$ cat config.mk
export PLATFORM = sky130hd
export DESIGN_NAME = thermistor_charge_qualifier
export DESIGN_NICKNAME = d
export VERILOG_FILES = /design/src/design/thermistor_pkg.sv /design/src/design/hyst_compare.sv /design/src/design/thermistor_charge_qualifier.sv
export SDC_FILE = /design/constraint.sdc
export NUM_CORES = 1
export LEC_CHECK = 0
export BUFFER_PORTS_ARGS = -buffer_cell sky130_fd_sc_hd__buf_2
export CAP_MARGIN = 30
export CORE_UTILIZATION = 50
export CTS_BUF_LIST = sky130_fd_sc_hd__clkbuf_16
export DETAILED_ROUTE_END_ITERATION = 6
export GPL_TIMING_DRIVEN = 0
export PLACE_DENSITY = 0.81
export SYNTH_ARGS = -nofsm -noshare
export SYNTH_HDL_FRONTEND = slang
export SYNTH_SLANG_ARGS = --single-unit
$ cat constraint.sdc
create_clock -name clk_sys -period 2.3 [get_ports clk_sys]
set_clock_uncertainty 0.05 [all_clocks]
set_input_delay 0.115 -clock clk_sys [delete_from_list [all_inputs] [get_ports clk_sys]]
set_output_delay 0.115 -clock clk_sys [all_outputs]
set_load 0.005 [all_outputs]
$ cat src/design/thermistor_pkg.sv
// package: thresholds, register layout, timing and carrier types
package thermistor_pkg;
  localparam logic [7:0] CTRL_ZERO_ADDR    = 8'h00;
  localparam int         UVCL_DIS_BIT      = 7;
  localparam int         COND_EN_BIT       = 6;
  localparam int         OTG_LOCK_BIT      = 5;
  localparam logic [4:0] ILIM_RESET        = 5'h00;
  localparam logic [7:0] CTRL_ZERO_RESET   = 8'h00;
  localparam logic [7:0] STATUS_ADDR       = 8'h01;
  localparam logic [6:0] COLD_SET_CODE     = 7'h66;
  localparam logic [6:0] COLD_CLR_CODE     = 7'h62;
  localparam logic [6:0] WARM_SET_CODE     = 7'h29;
  localparam logic [6:0] WARM_CLR_CODE     = 7'h2d;
  localparam logic [6:0] HOT_SET_CODE      = 7'h13;
  localparam logic [6:0] HOT_CLR_CODE      = 7'h17;
  localparam real        SAMPLE_PERIOD_S   = 2.4;
  localparam real        CLK_HZ            = 10.0e6;
  localparam int         SAMPLE_CYCLES     = int'(SAMPLE_PERIOD_S * CLK_HZ);
  localparam logic [1:0] TSTAT_NORMAL      = 2'h0;
  localparam logic [1:0] TSTAT_COLD        = 2'h1;
  localparam logic [1:0] TSTAT_WARM        = 2'h2;
  localparam logic [1:0] TSTAT_HOT         = 2'h3;
  localparam logic [2:0] CHG_OFF           = 3'h0;
  localparam logic [2:0] CHG_ACTIVE        = 3'h1;
  localparam logic [2:0] CHG_TEMP_PAUSE    = 3'h5;
  localparam logic [2:0] CHG_HOT_FAULT     = 3'h6;

  typedef struct packed {
    logic [6:0] temperature_code;
    logic [1:0] temp_status_field;
    logic [2:0] charger_state;
    logic       cold_warning;
    logic       warm_warning;
    logic       hot_fault;
  } temp_status_t;

  typedef struct packed {
    logic       wr;
    logic       rd;
    logic [7:0] addr;
    logic [7:0] wdata;
  } reg_req_t;
endpackage

$ cat src/design/hyst_compare.sv
// one hysteresis comparator on the temperature code
module hyst_compare
  import thermistor_pkg::*;
#(
  parameter logic [6:0] SET_CODE = 7'h00,
  parameter logic [6:0] CLR_CODE = 7'h00,
  parameter bit         RISING   = 1'b1
) (
  // clock and reset
  input  wire logic       clk_sys,
  input  wire logic       rst_n,
  // sample
  input  wire logic       valid,
  input  wire logic [6:0] code,
  // indication
  output logic            flag_r
);
  logic hit_set;
  logic hit_clr;
  assign hit_set = RISING ? (code >= SET_CODE) : (code <= SET_CODE);
  assign hit_clr = RISING ? (code <= CLR_CODE) : (code >= CLR_CODE);

  // only a fresh sample may move the flag
  always_ff @(posedge clk_sys) begin
    if (!rst_n) begin
      flag_r <= 1'b0;
    end else if (valid) begin
      if (hit_set) begin
        flag_r <= 1'b1;
      end else if (hit_clr) begin
        flag_r <= 1'b0;
      end
    end
  end
endmodule

$ cat src/design/thermistor_charge_qualifier.sv
// thermistor charge qualifier: thresholds, pause, conditioner, registers
module thermistor_charge_qualifier
  import thermistor_pkg::*;
#(
  parameter int SAMPLE_CYCLES_P = SAMPLE_CYCLES
) (
  // clock and reset
  input  wire logic       clk_sys,
  input  wire logic       rst_n,
  // converter side
  input  wire logic       adc_done,
  input  wire logic [6:0] adc_code,
  input  wire logic       ship_store,
  // charger context
  input  wire logic       charger_enable,
  input  wire logic       bat_at_or_below_3v9,
  input  wire logic       chg_irq_en,
  input  wire logic       hot_irq_en,
  // register port at sub address
  input  wire reg_req_t   req,
  output logic [7:0]      rdata_r,
  // outputs
  output logic            sample_start,
  output logic            charge_pause,
  output logic            discharge_load_r,
  output logic            undervoltage_limit_disable,
  output logic            otg_autostart_lock,
  output logic            chg_irq_r,
  output logic            hot_irq_r,
  output temp_status_t    status
);
  typedef enum logic [2:0] {
    ST_IDLE    = 3'b001,
    ST_MEASURE = 3'b010,
    ST_FROZEN  = 3'b100
  } samp_state_t;

  samp_state_t  state_r;
  samp_state_t  state_nxt;
  logic [31:0]  tick_r;
  logic [6:0]   adc_hold_r;
  logic         have_sample_r;
  logic [6:0]   temperature_code_r;
  logic         code_valid_r;
  logic         code_update_r;
  logic [7:0]   ctrl_r;
  logic         cold_warning;
  logic         warm_warning;
  logic         hot_fault;
  logic         in_range_prev_r;
  logic         hot_prev_r;
  logic         period_end;

  assign period_end = (tick_r == 32'(SAMPLE_CYCLES_P - 1));

  // sample pacing
  always_comb begin
    state_nxt = state_r;
    case (state_r)
      ST_IDLE: begin
        if (ship_store) begin
          state_nxt = ST_FROZEN;
        end else begin
          state_nxt = ST_MEASURE;
        end
      end
      ST_MEASURE: begin
        if (ship_store) begin
          state_nxt = ST_FROZEN;
        end
      end
      ST_FROZEN: begin
        if (!ship_store) begin
          state_nxt = ST_IDLE;
        end
      end
      default: state_nxt = ST_IDLE;
    endcase
  end

  always_ff @(posedge clk_sys) begin
    if (!rst_n) begin
      state_r <= ST_IDLE;
    end else begin
      state_r <= state_nxt;
    end
  end

  // period counter; held at zero while shipping
  always_ff @(posedge clk_sys) begin
    if (!rst_n) begin
      tick_r <= 32'h0000_0000;
    end else if (state_r != ST_MEASURE || period_end) begin
      tick_r <= 32'h0000_0000;
    end else begin
      tick_r <= tick_r + 32'h0000_0001;
    end
  end

  // the converter is kicked at period start; bias stays low duty
  assign sample_start = (state_r == ST_MEASURE) && (tick_r == 32'h0);

  always_ff @(posedge clk_sys) begin
    if (!rst_n) begin
      adc_hold_r    <= 7'h00;
      have_sample_r <= 1'b0;
    end else if (state_r == ST_MEASURE && period_end) begin
      have_sample_r <= 1'b0;
    end else if (adc_done && state_r == ST_MEASURE) begin
      adc_hold_r    <= adc_code;
      have_sample_r <= 1'b1;
    end
  end

  // readable code changes only at the end of a period
  always_ff @(posedge clk_sys) begin
    if (!rst_n) begin
      temperature_code_r <= 7'h00;
      code_valid_r       <= 1'b0;
      code_update_r      <= 1'b0;
    end else begin
      code_update_r <= 1'b0;
      if (state_r == ST_MEASURE && period_end && have_sample_r) begin
        temperature_code_r <= adc_hold_r;
        code_valid_r       <= 1'b1;
        code_update_r      <= 1'b1;
      end
    end
  end

  // hysteresis comparators see only published codes
  hyst_compare #(
    .SET_CODE (COLD_SET_CODE),
    .CLR_CODE (COLD_CLR_CODE),
    .RISING   (1'b1)
  ) u_cold (
    .clk_sys  (clk_sys),
    .rst_n    (rst_n),
    .valid    (code_update_r),
    .code     (temperature_code_r),
    .flag_r   (cold_warning)
  );

  hyst_compare #(
    .SET_CODE (WARM_SET_CODE),
    .CLR_CODE (WARM_CLR_CODE),
    .RISING   (1'b0)
  ) u_warm (
    .clk_sys  (clk_sys),
    .rst_n    (rst_n),
    .valid    (code_update_r),
    .code     (temperature_code_r),
    .flag_r   (warm_warning)
  );

  hyst_compare #(
    .SET_CODE (HOT_SET_CODE),
    .CLR_CODE (HOT_CLR_CODE),
    .RISING   (1'b0)
  ) u_hot (
    .clk_sys  (clk_sys),
    .rst_n    (rst_n),
    .valid    (code_update_r),
    .code     (temperature_code_r),
    .flag_r   (hot_fault)
  );

  // warm flag holds until code reaches 45, so resume follows it
  assign charge_pause = cold_warning | warm_warning;

  // control register zero
  always_ff @(posedge clk_sys) begin
    if (!rst_n) begin
      ctrl_r <= CTRL_ZERO_RESET;
    end else if (req.wr && req.addr == CTRL_ZERO_ADDR) begin
      ctrl_r <= req.wdata;
    end
  end

  assign undervoltage_limit_disable = ctrl_r[UVCL_DIS_BIT];
  assign otg_autostart_lock         = ctrl_r[OTG_LOCK_BIT];

  // read data; unmapped sub addresses read zero
  always_ff @(posedge clk_sys) begin
    if (!rst_n) begin
      rdata_r <= 8'h00;
    end else if (req.rd) begin
      if (req.addr == CTRL_ZERO_ADDR) begin
        rdata_r <= ctrl_r;
      end else if (req.addr == STATUS_ADDR) begin
        rdata_r <= {1'b0, temperature_code_r};
      end else begin
        rdata_r <= 8'h00;
      end
    end
  end

  // status field and charger state
  always_comb begin
    status.temperature_code = temperature_code_r;
    status.cold_warning     = cold_warning;
    status.warm_warning     = warm_warning;
    status.hot_fault        = hot_fault;
    if (hot_fault) begin
      status.temp_status_field = TSTAT_HOT;
    end else if (warm_warning) begin
      status.temp_status_field = TSTAT_WARM;
    end else if (cold_warning) begin
      status.temp_status_field = TSTAT_COLD;
    end else begin
      status.temp_status_field = TSTAT_NORMAL;
    end
    if (!charger_enable) begin
      status.charger_state = CHG_OFF;
    end else if (hot_fault) begin
      status.charger_state = CHG_HOT_FAULT;
    end else if (charge_pause) begin
      status.charger_state = CHG_TEMP_PAUSE;
    end else begin
      status.charger_state = CHG_ACTIVE;
    end
  end

  // edge history for interrupts; starts at in-range so no boot event
  always_ff @(posedge clk_sys) begin
    if (!rst_n) begin
      in_range_prev_r <= 1'b1;
      hot_prev_r      <= 1'b0;
    end else begin
      in_range_prev_r <= ~charge_pause;
      hot_prev_r      <= hot_fault;
    end
  end

  // one-cycle requests, gated by their enables
  always_ff @(posedge clk_sys) begin
    if (!rst_n) begin
      chg_irq_r <= 1'b0;
      hot_irq_r <= 1'b0;
    end else begin
      chg_irq_r <= chg_irq_en && (in_range_prev_r == charge_pause);
      hot_irq_r <= hot_irq_en && (hot_prev_r != hot_fault);
    end
  end

  // discharge load; deliberately blind to charger enable and input power
  always_ff @(posedge clk_sys) begin
    if (!rst_n) begin
      discharge_load_r <= 1'b0;
    end else if (!code_valid_r) begin
      discharge_load_r <= 1'b0;
    end else if (!hot_fault || bat_at_or_below_3v9) begin
      discharge_load_r <= 1'b0;
    end else if (ctrl_r[COND_EN_BIT] && hot_fault && !hot_prev_r) begin
      discharge_load_r <= 1'b1;
    end
  end
endmodule

; Word-level counts from Yosys, hierarchy flattened
; Index checks and enable logic that the tools add are counted.
[op_classes]
reduce_logical = 26
n_addsub = 1
n_eq_ne = 10
n_lt_le_gt_ge = 6
bitwise = 5
n_mux = 19
[op_table]
columns = cell, count
row1 = $add A32 B1 Y32 const B, 1
row2 = $eq A32 B25 Y1 const B, 1
row3 = $logic_not A32 Y1, 1
row4 = $mux W3, 6
row5 = $reduce_and A2 Y1, 5
row6 = $logic_and A1 B1 Y1, 9
row7 = $pmux W3 S3, 1
row8 = $eq A8 B1 Y1 const B, 1
row9 = $logic_not A8 Y1, 1
row10 = $mux W1, 8
row11 = $mux W8, 1
row12 = $ge A7 B5 Y1 const B, 1
row13 = $ge A7 B6 Y1 const B, 1
row14 = $ge A7 B7 Y1 const B, 1
row15 = $le A7 B5 Y1 const B, 1
row16 = $le A7 B6 Y1 const B, 1
row17 = $le A7 B7 Y1 const B, 1
row18 = $mux W7, 1
row19 = $reduce_bool A2 Y1, 3
row20 = $mux W2, 2
row21 = $ne A2 B2 Y1 const B, 2
row22 = $not A1 Y1, 4
row23 = $reduce_or A2 Y1, 2
row24 = $eq A3 B1 Y1 const B, 1
row25 = other kinds (9), 11
[totals]
reg_bits = 76
inputBits = 33
wordCells = 84

; Depth between registers and ports, before layout
[depth]
ltp_word = 4
ltp_mapped = 7
ltp_nobuf = 6

; Hierarchy
; From an unflattened synthesis, not the netlist that was laid out.
[hier_totals]
cells_unflattened = 407
area_unflattened_um2 = 3528.4
[by_module_without_submodules]
columns = mod, cells_each, area_per_inst_um2, n_inst
row1 = thermistor_charge_qualifier, 380, 3311.9, 1
row2 = hyst_compare at u_cold, 9, 77.6, 1
row3 = hyst_compare at u_warm, 10, 73.8, 1
row4 = hyst_compare at u_hot, 8, 65.1, 1

; Least setup slack after synthesis
; OpenSTA, ideal clock, no wires.
[synth_path]
path_type = register to register
from = reg tick_r[9]
to = reg tick_r[23]
stages_incl_launch_ff = 8
period_less_slack_ns = 2.044
required_ns = 2.135
setup_time_ns = 0.115
path_buffers = 2
arrival_time_ns = 1.879
slack_ns = 0.256
path_cell_list = dfxtp_1 -> nor4_1 -> nand4_1 -> or4_1 -> buf_4 -> o21ai_4 -> buf_6 -> nor2_1
[synth_between]
elab_chain_cells = 3
[synth_rtl]
columns = element, line
row1 = from (decl), thermistor_charge_qualifier.sv:40  ; logic [31:0] tick_r;
row2 = from (signal assigned), thermistor_charge_qualifier.sv:96  ; tick_r <= tick_r + 32'h0000_0001;
row3 = "parallel branches: the longest is 3 deep, another holds $add A32 B1 Y32", -
; Parallel ways; which one is timed is not known.
; A chain may end at the register's enable or synchronous reset.

; Final worst setup path
[layout_path]
from = reg tick_r[9]
to = reg tick_r[25]
; The elaborated chain is that of the path after synthesis.

==> flow_summary.html <==
<table>
<tr><th>Metric</th><th>Value</th></tr>
<tr><th colspan="2">CTS</th></tr>
<tr><td>Clock transition at the registers of the reported paths</td><td>0.06 ns</td></tr>
<tr><td>Clock tree root buffer cell</td><td>sky130_fd_sc_hd__clkbuf_16</td></tr>
<tr><td>Clock sink count</td><td>76</td></tr>
<tr><td>Later-pin clock latency in the skew report</td><td>0.34 ns</td></tr>
<tr><td>Number of buffers inserted during clock tree synthesis</td><td>9</td></tr>
<tr><td>Count of H-tree levels built during CTS</td><td>3</td></tr>
<tr><td>Buffers from clock root to sink, at most</td><td>2</td></tr>
<tr><td>CTS tree</td><td>built</td></tr>
<tr><th colspan="2">Global routing</th></tr>
<tr><td>Largest net degree at the start of global routing</td><td>14</td></tr>
<tr><td>Number of global-route vias before repair</td><td>2,918</td></tr>
<tr><td>Global-route wire length before repair</td><td>13,300 um</td></tr>
<tr><td>Global route total overflow</td><td>0</td></tr>
<tr><td>Initial antenna violation count</td><td>0</td></tr>
<tr><td>Total routing resource utilization after global routing</td><td>0.232</td></tr>
<tr><th colspan="2">Pwr</th></tr>
<tr><td>Sum of internal, switching and leakage power</td><td>0.00298 W</td></tr>
<tr><td>P_leak</td><td>1.74 nW</td></tr>
<tr><td>Max rail drop VDD</td><td>0.000440 V</td></tr>
<tr><td>Total power density per cell area</td><td>677 nW/um^2</td></tr>
<tr><th colspan="2">Logic synthesis</th></tr>
<tr><td>Share of synthesized area occupied by flip-flops and latches</td><td>0.443</td></tr>
<tr><td>Net count after synthesis</td><td>434</td></tr>
<tr><td>Share of synthesized registers carrying an async set or reset</td><td>0</td></tr>
<tr><td>Avg Inst Size Synth</td><td>8.62 um^2</td></tr>
<tr><td>EDFF count, synth</td><td>0</td></tr>
<tr><td>Gate Count Post-Synth</td><td>399</td></tr>
<tr><td>Cell variety after synth</td><td>46</td></tr>
<tr><td>Prevailing post-synth register cell</td><td>sky130_fd_sc_hd__dfxtp_1</td></tr>
<tr><td>Flop and latch count out of synthesis</td><td>76</td></tr>
<tr><td>Mapped Area</td><td>3440 um^2</td></tr>
<tr><td>Count of yosys warnings during synthesis</td><td>0</td></tr>
<tr><th colspan="2">Route</th></tr>
<tr><td>Post-DR vias/cell</td><td>5.66</td></tr>
<tr><td>Wire length per cell</td><td>14.7 um</td></tr>
<tr><td>Number of search-and-repair iterations in the first detailed-routing pass</td><td>7</td></tr>
<tr><td>Count of nets left with antenna violations after detail routing</td><td>0</td></tr>
<tr><td>DRC violations left</td><td>10</td></tr>
<tr><td>Count of vias placed by the detailed router</td><td>3,255</td></tr>
<tr><td>Violation count after the first detailed-route iteration</td><td>162</td></tr>
<tr><td>DRT Wirelength</td><td>8430 um</td></tr>
<tr><th colspan="2">Timing</th></tr>
<tr><td>Final Hold Violating Endpoints</td><td>0</td></tr>
<tr><td>Pins Over Slew Limit</td><td>0</td></tr>
<tr><td>Tmin final</td><td>2.18 ns</td></tr>
<tr><td>PnR worst setup slack</td><td>0.118 ns</td></tr>
<tr><td>Transition time at the pin with the least slew margin</td><td>0.796 ns</td></tr>
<tr><td>Normalized max-slew margin</td><td>0.465</td></tr>
<tr><td>Final Setup Violations</td><td>0</td></tr>
<tr><td>Peak clock frequency supported by timing</td><td>458 MHz</td></tr>
<tr><td>Final clock period utilization by the worst path</td><td>0.949</td></tr>
<tr><th colspan="2">Min path</th></tr>
<tr><td>Worst Hold Class</td><td>primary input to register</td></tr>
<tr><td>Worst min-delay path startpoint</td><td>req[4]</td></tr>
<tr><th colspan="2">Setup path</th></tr>
<tr><td>Crit path max fanout</td><td>10</td></tr>
<tr><td>Crit start category</td><td>register</td></tr>
<tr><td>CP Launch Point</td><td>tick_r[9]</td></tr>
<tr><td>CP endpoint kind</td><td>register</td></tr>
<tr><td>Required time of the worst setup path</td><td>2.48 ns</td></tr>
<tr><td>Source of the worst register-to-register timing path</td><td>tick_r[9]</td></tr>
<tr><td>Worst Setup Path Type</td><td>register to register</td></tr>
<tr><td>Arrival time of data at the critical path endpoint</td><td>2.36 ns</td></tr>
<tr><th colspan="2">Floorplanning</th></tr>
<tr><td>Rows</td><td>29</td></tr>
<tr><td>Area of the die</td><td>7210 um^2</td></tr>
<tr><td>Initial Util</td><td>0.529</td></tr>
<tr><td>Core footprint</td><td>6490 um^2</td></tr>
<tr><td>Overall die height</td><td>84.9 um</td></tr>
<tr><td>Horizontal extent of the die</td><td>84.9 um</td></tr>
<tr><td>Top-level port count</td><td>63</td></tr>
<tr><th colspan="2">Finish</th></tr>
<tr><td>Final Cell Area</td><td>4410 um^2</td></tr>
<tr><td>Area of the multi-input gates</td><td>1790 um^2</td></tr>
<tr><td>Non-filler instance count after layout</td><td>575</td></tr>
<tr><td>Number of fillers in the final layout</td><td>508</td></tr>
<tr><td>Nets@finish</td><td>528</td></tr>
<tr><td>Ant. Diodes</td><td>0</td></tr>
<tr><td>Fraction of layout cells with a size suffix above 1</td><td>0.201</td></tr>
<tr><td>Register cell area after layout</td><td>1520 um^2</td></tr>
<tr><td>Synth-to-layout area growth</td><td>28.2%</td></tr>
<tr><th colspan="2">Placement</th></tr>
<tr><td>Final weighted congestion of routability-driven global placement</td><td>0.902</td></tr>
<tr><td>Total instance count after detailed placement</td><td>537</td></tr>
<tr><td>HPWL after detailed placement</td><td>5510 um</td></tr>
<tr><td>Number of port buffers</td><td>61</td></tr>
<tr><td>Pre-CTS setup slack</td><td>-0.0412 ns</td></tr>
<tr><td>Placed cell areas</td><td>3840 um^2</td></tr>
<tr><th colspan="2">Job</th></tr>
<tr><td>Number of max-cap violations</td><td>0</td></tr>
<tr><th colspan="2">Run status</th></tr>
<tr><td>Status</td><td>complete, but fails checks</td></tr>
<tr><td>Violations in the final reports</td><td>DRC</td></tr>
</table>
cell usage after synthesis (10+ instances only):
master	n	area, um^2
sky130_fd_sc_hd__o21ai_0	15	75.1
sky130_fd_sc_hd__xnor2_1	20	175
sky130_fd_sc_hd__nor2_1	38	143
sky130_fd_sc_hd__nand4_1	10	62.6
sky130_fd_sc_hd__a21oi_1	17	85.1
sky130_fd_sc_hd__nand3_1	22	110
sky130_fd_sc_hd__dfxtp_1	76	1520
sky130_fd_sc_hd__nand2_1	49	184
sky130_fd_sc_hd__nor4_1	15	93.8
sky130_fd_sc_hd__clkbuf_1	11	41.3
sky130_fd_sc_hd__a21boi_0	10	75.1
sky130_fd_sc_hd__inv_1	13	48.8
sky130_fd_sc_hd__mux2i_1	14	140
logic make-up (layout without fill, tap and decap cells):
logic type,Yosys count,count (layout),share of synthesized area
xor+xnor,28,28,0.0713
fa+ha+maj,2,2,0.00728
simple gates,183,183,0.270
mux,14,14,0.0408
buf+inv,31,130,0.0429
flops,76,76,0.443
compound gates,65,65,0.125
power by group:
| part | internal, W | switching [W] | total, W |
|---|---|---|---|
| Clock | 0.000946 | 0.000557 | 0.00150 |
| Combinational | 0.0000723 | 0.0000615 | 0.000134 |
| Sequential | 0.00133 | 0.0000133 | 0.00134 |
| Total | 0.00235 | 0.000632 | 0.00298 |
registers in the layout, summed over array words and instances, names as in the netlist, 3 cells and up:
register            count
temperature_code_r      7
adc_hold_r              7
state_r                 3
tick_r                 32
ctrl_r                  8
rdata_r                 8
worst paths after layout:
path              cells after the start            to  slack (ns)
setup / recovery                      8    tick_r[25]        0.12
hold / removal                        3     ctrl_r[4]       0.003
hold reg to reg                       1  u_hot.flag_r        0.41
setup reg to reg                      8    tick_r[25]        0.12
cell type report:
class / instances / area share
buffer: 18 / 0.0224
clock buffer: 9 / 0.0511
clock inverter: 7 / 0.0210
inverter: 13 / 0.0111
multi-input combinational: 292 / 0.406
sequential: 76 / 0.345
tap: 77 / 0.0219
timing repair buffer: 83 / 0.122
routing by layer:
metal / GRT usage / part of all wire / wire [um]
met2: 0.414 / 0.49 / 4120
met5: 0 / 0 / 0
met4: 0.0986 / 0.022 / 186
met3: 0.0389 / 0.054 / 452
met1: 0.276 / 0.44 / 3670
stage by stage:
stage          setup TNS (ns)  utilization  hold WS [ns]
2_1_floorplan               0            -         0.143
3_3_place_gp            -1.22        0.591         0.235
3_5_place_dp           -0.652        0.591         0.238
4_1_cts                     0        0.669       0.00876
5_1_grt               -0.0136        0.678        0.0137
6_report                    0        0.678       0.00288
layout by cell type, fill, tap and decap left out, drive strengths merged, types with 3 or more instances in the layout:
| master | netlist | layout |
|---|---|---|
| nor2 | 38 | 38 |
| buf | 6 | 73 |
| a21oi | 17 | 17 |
| dfxtp | 76 | 76 |
| clkbuf | 12 | 21 |
| dlygate4sd3 | 0 | 16 |
| mux2i | 14 | 14 |
| a22oi | 8 | 8 |
| nor4 | 15 | 15 |
| nand4 | 11 | 11 |
| nand2b | 4 | 4 |
| clkinv | 0 | 3 |
| a21boi | 10 | 10 |
| and4 | 5 | 5 |
| inv | 13 | 14 |
| xnor2 | 20 | 20 |
| nor2b | 3 | 3 |
| or4 | 3 | 3 |
| nand2 | 49 | 49 |
| and2 | 7 | 7 |
| and3 | 5 | 5 |
| or3 | 4 | 4 |
| o21ai | 17 | 17 |
| or2 | 3 | 3 |
| nand3 | 23 | 23 |
| xor2 | 8 | 8 |
| nor3 | 8 | 8 |
worst max-delay path: stages (launching register included):
cell	delay, ns
sky130_fd_sc_hd__dfxtp_1	0.37
sky130_fd_sc_hd__nor4_2	0.27
sky130_fd_sc_hd__nand4_1	0.18
sky130_fd_sc_hd__or4_1	0.55
sky130_fd_sc_hd__buf_4	0.18
sky130_fd_sc_hd__o21ai_4	0.14
sky130_fd_sc_hd__buf_12	0.14
sky130_fd_sc_hd__buf_6	0.13
sky130_fd_sc_hd__nor2_1	0.05
repair_timing:
item                                   in CTS  in global routing
setup buffers                               2                  4
endpoints found under the hold margin      16                  0
hold buffers                               16                  0
pin swaps                                   1                  3
gates resized for setup                     0                  3
setup endpoints to repair                  20                 35
No activity file was read; power rests on OpenSTA's default activity.
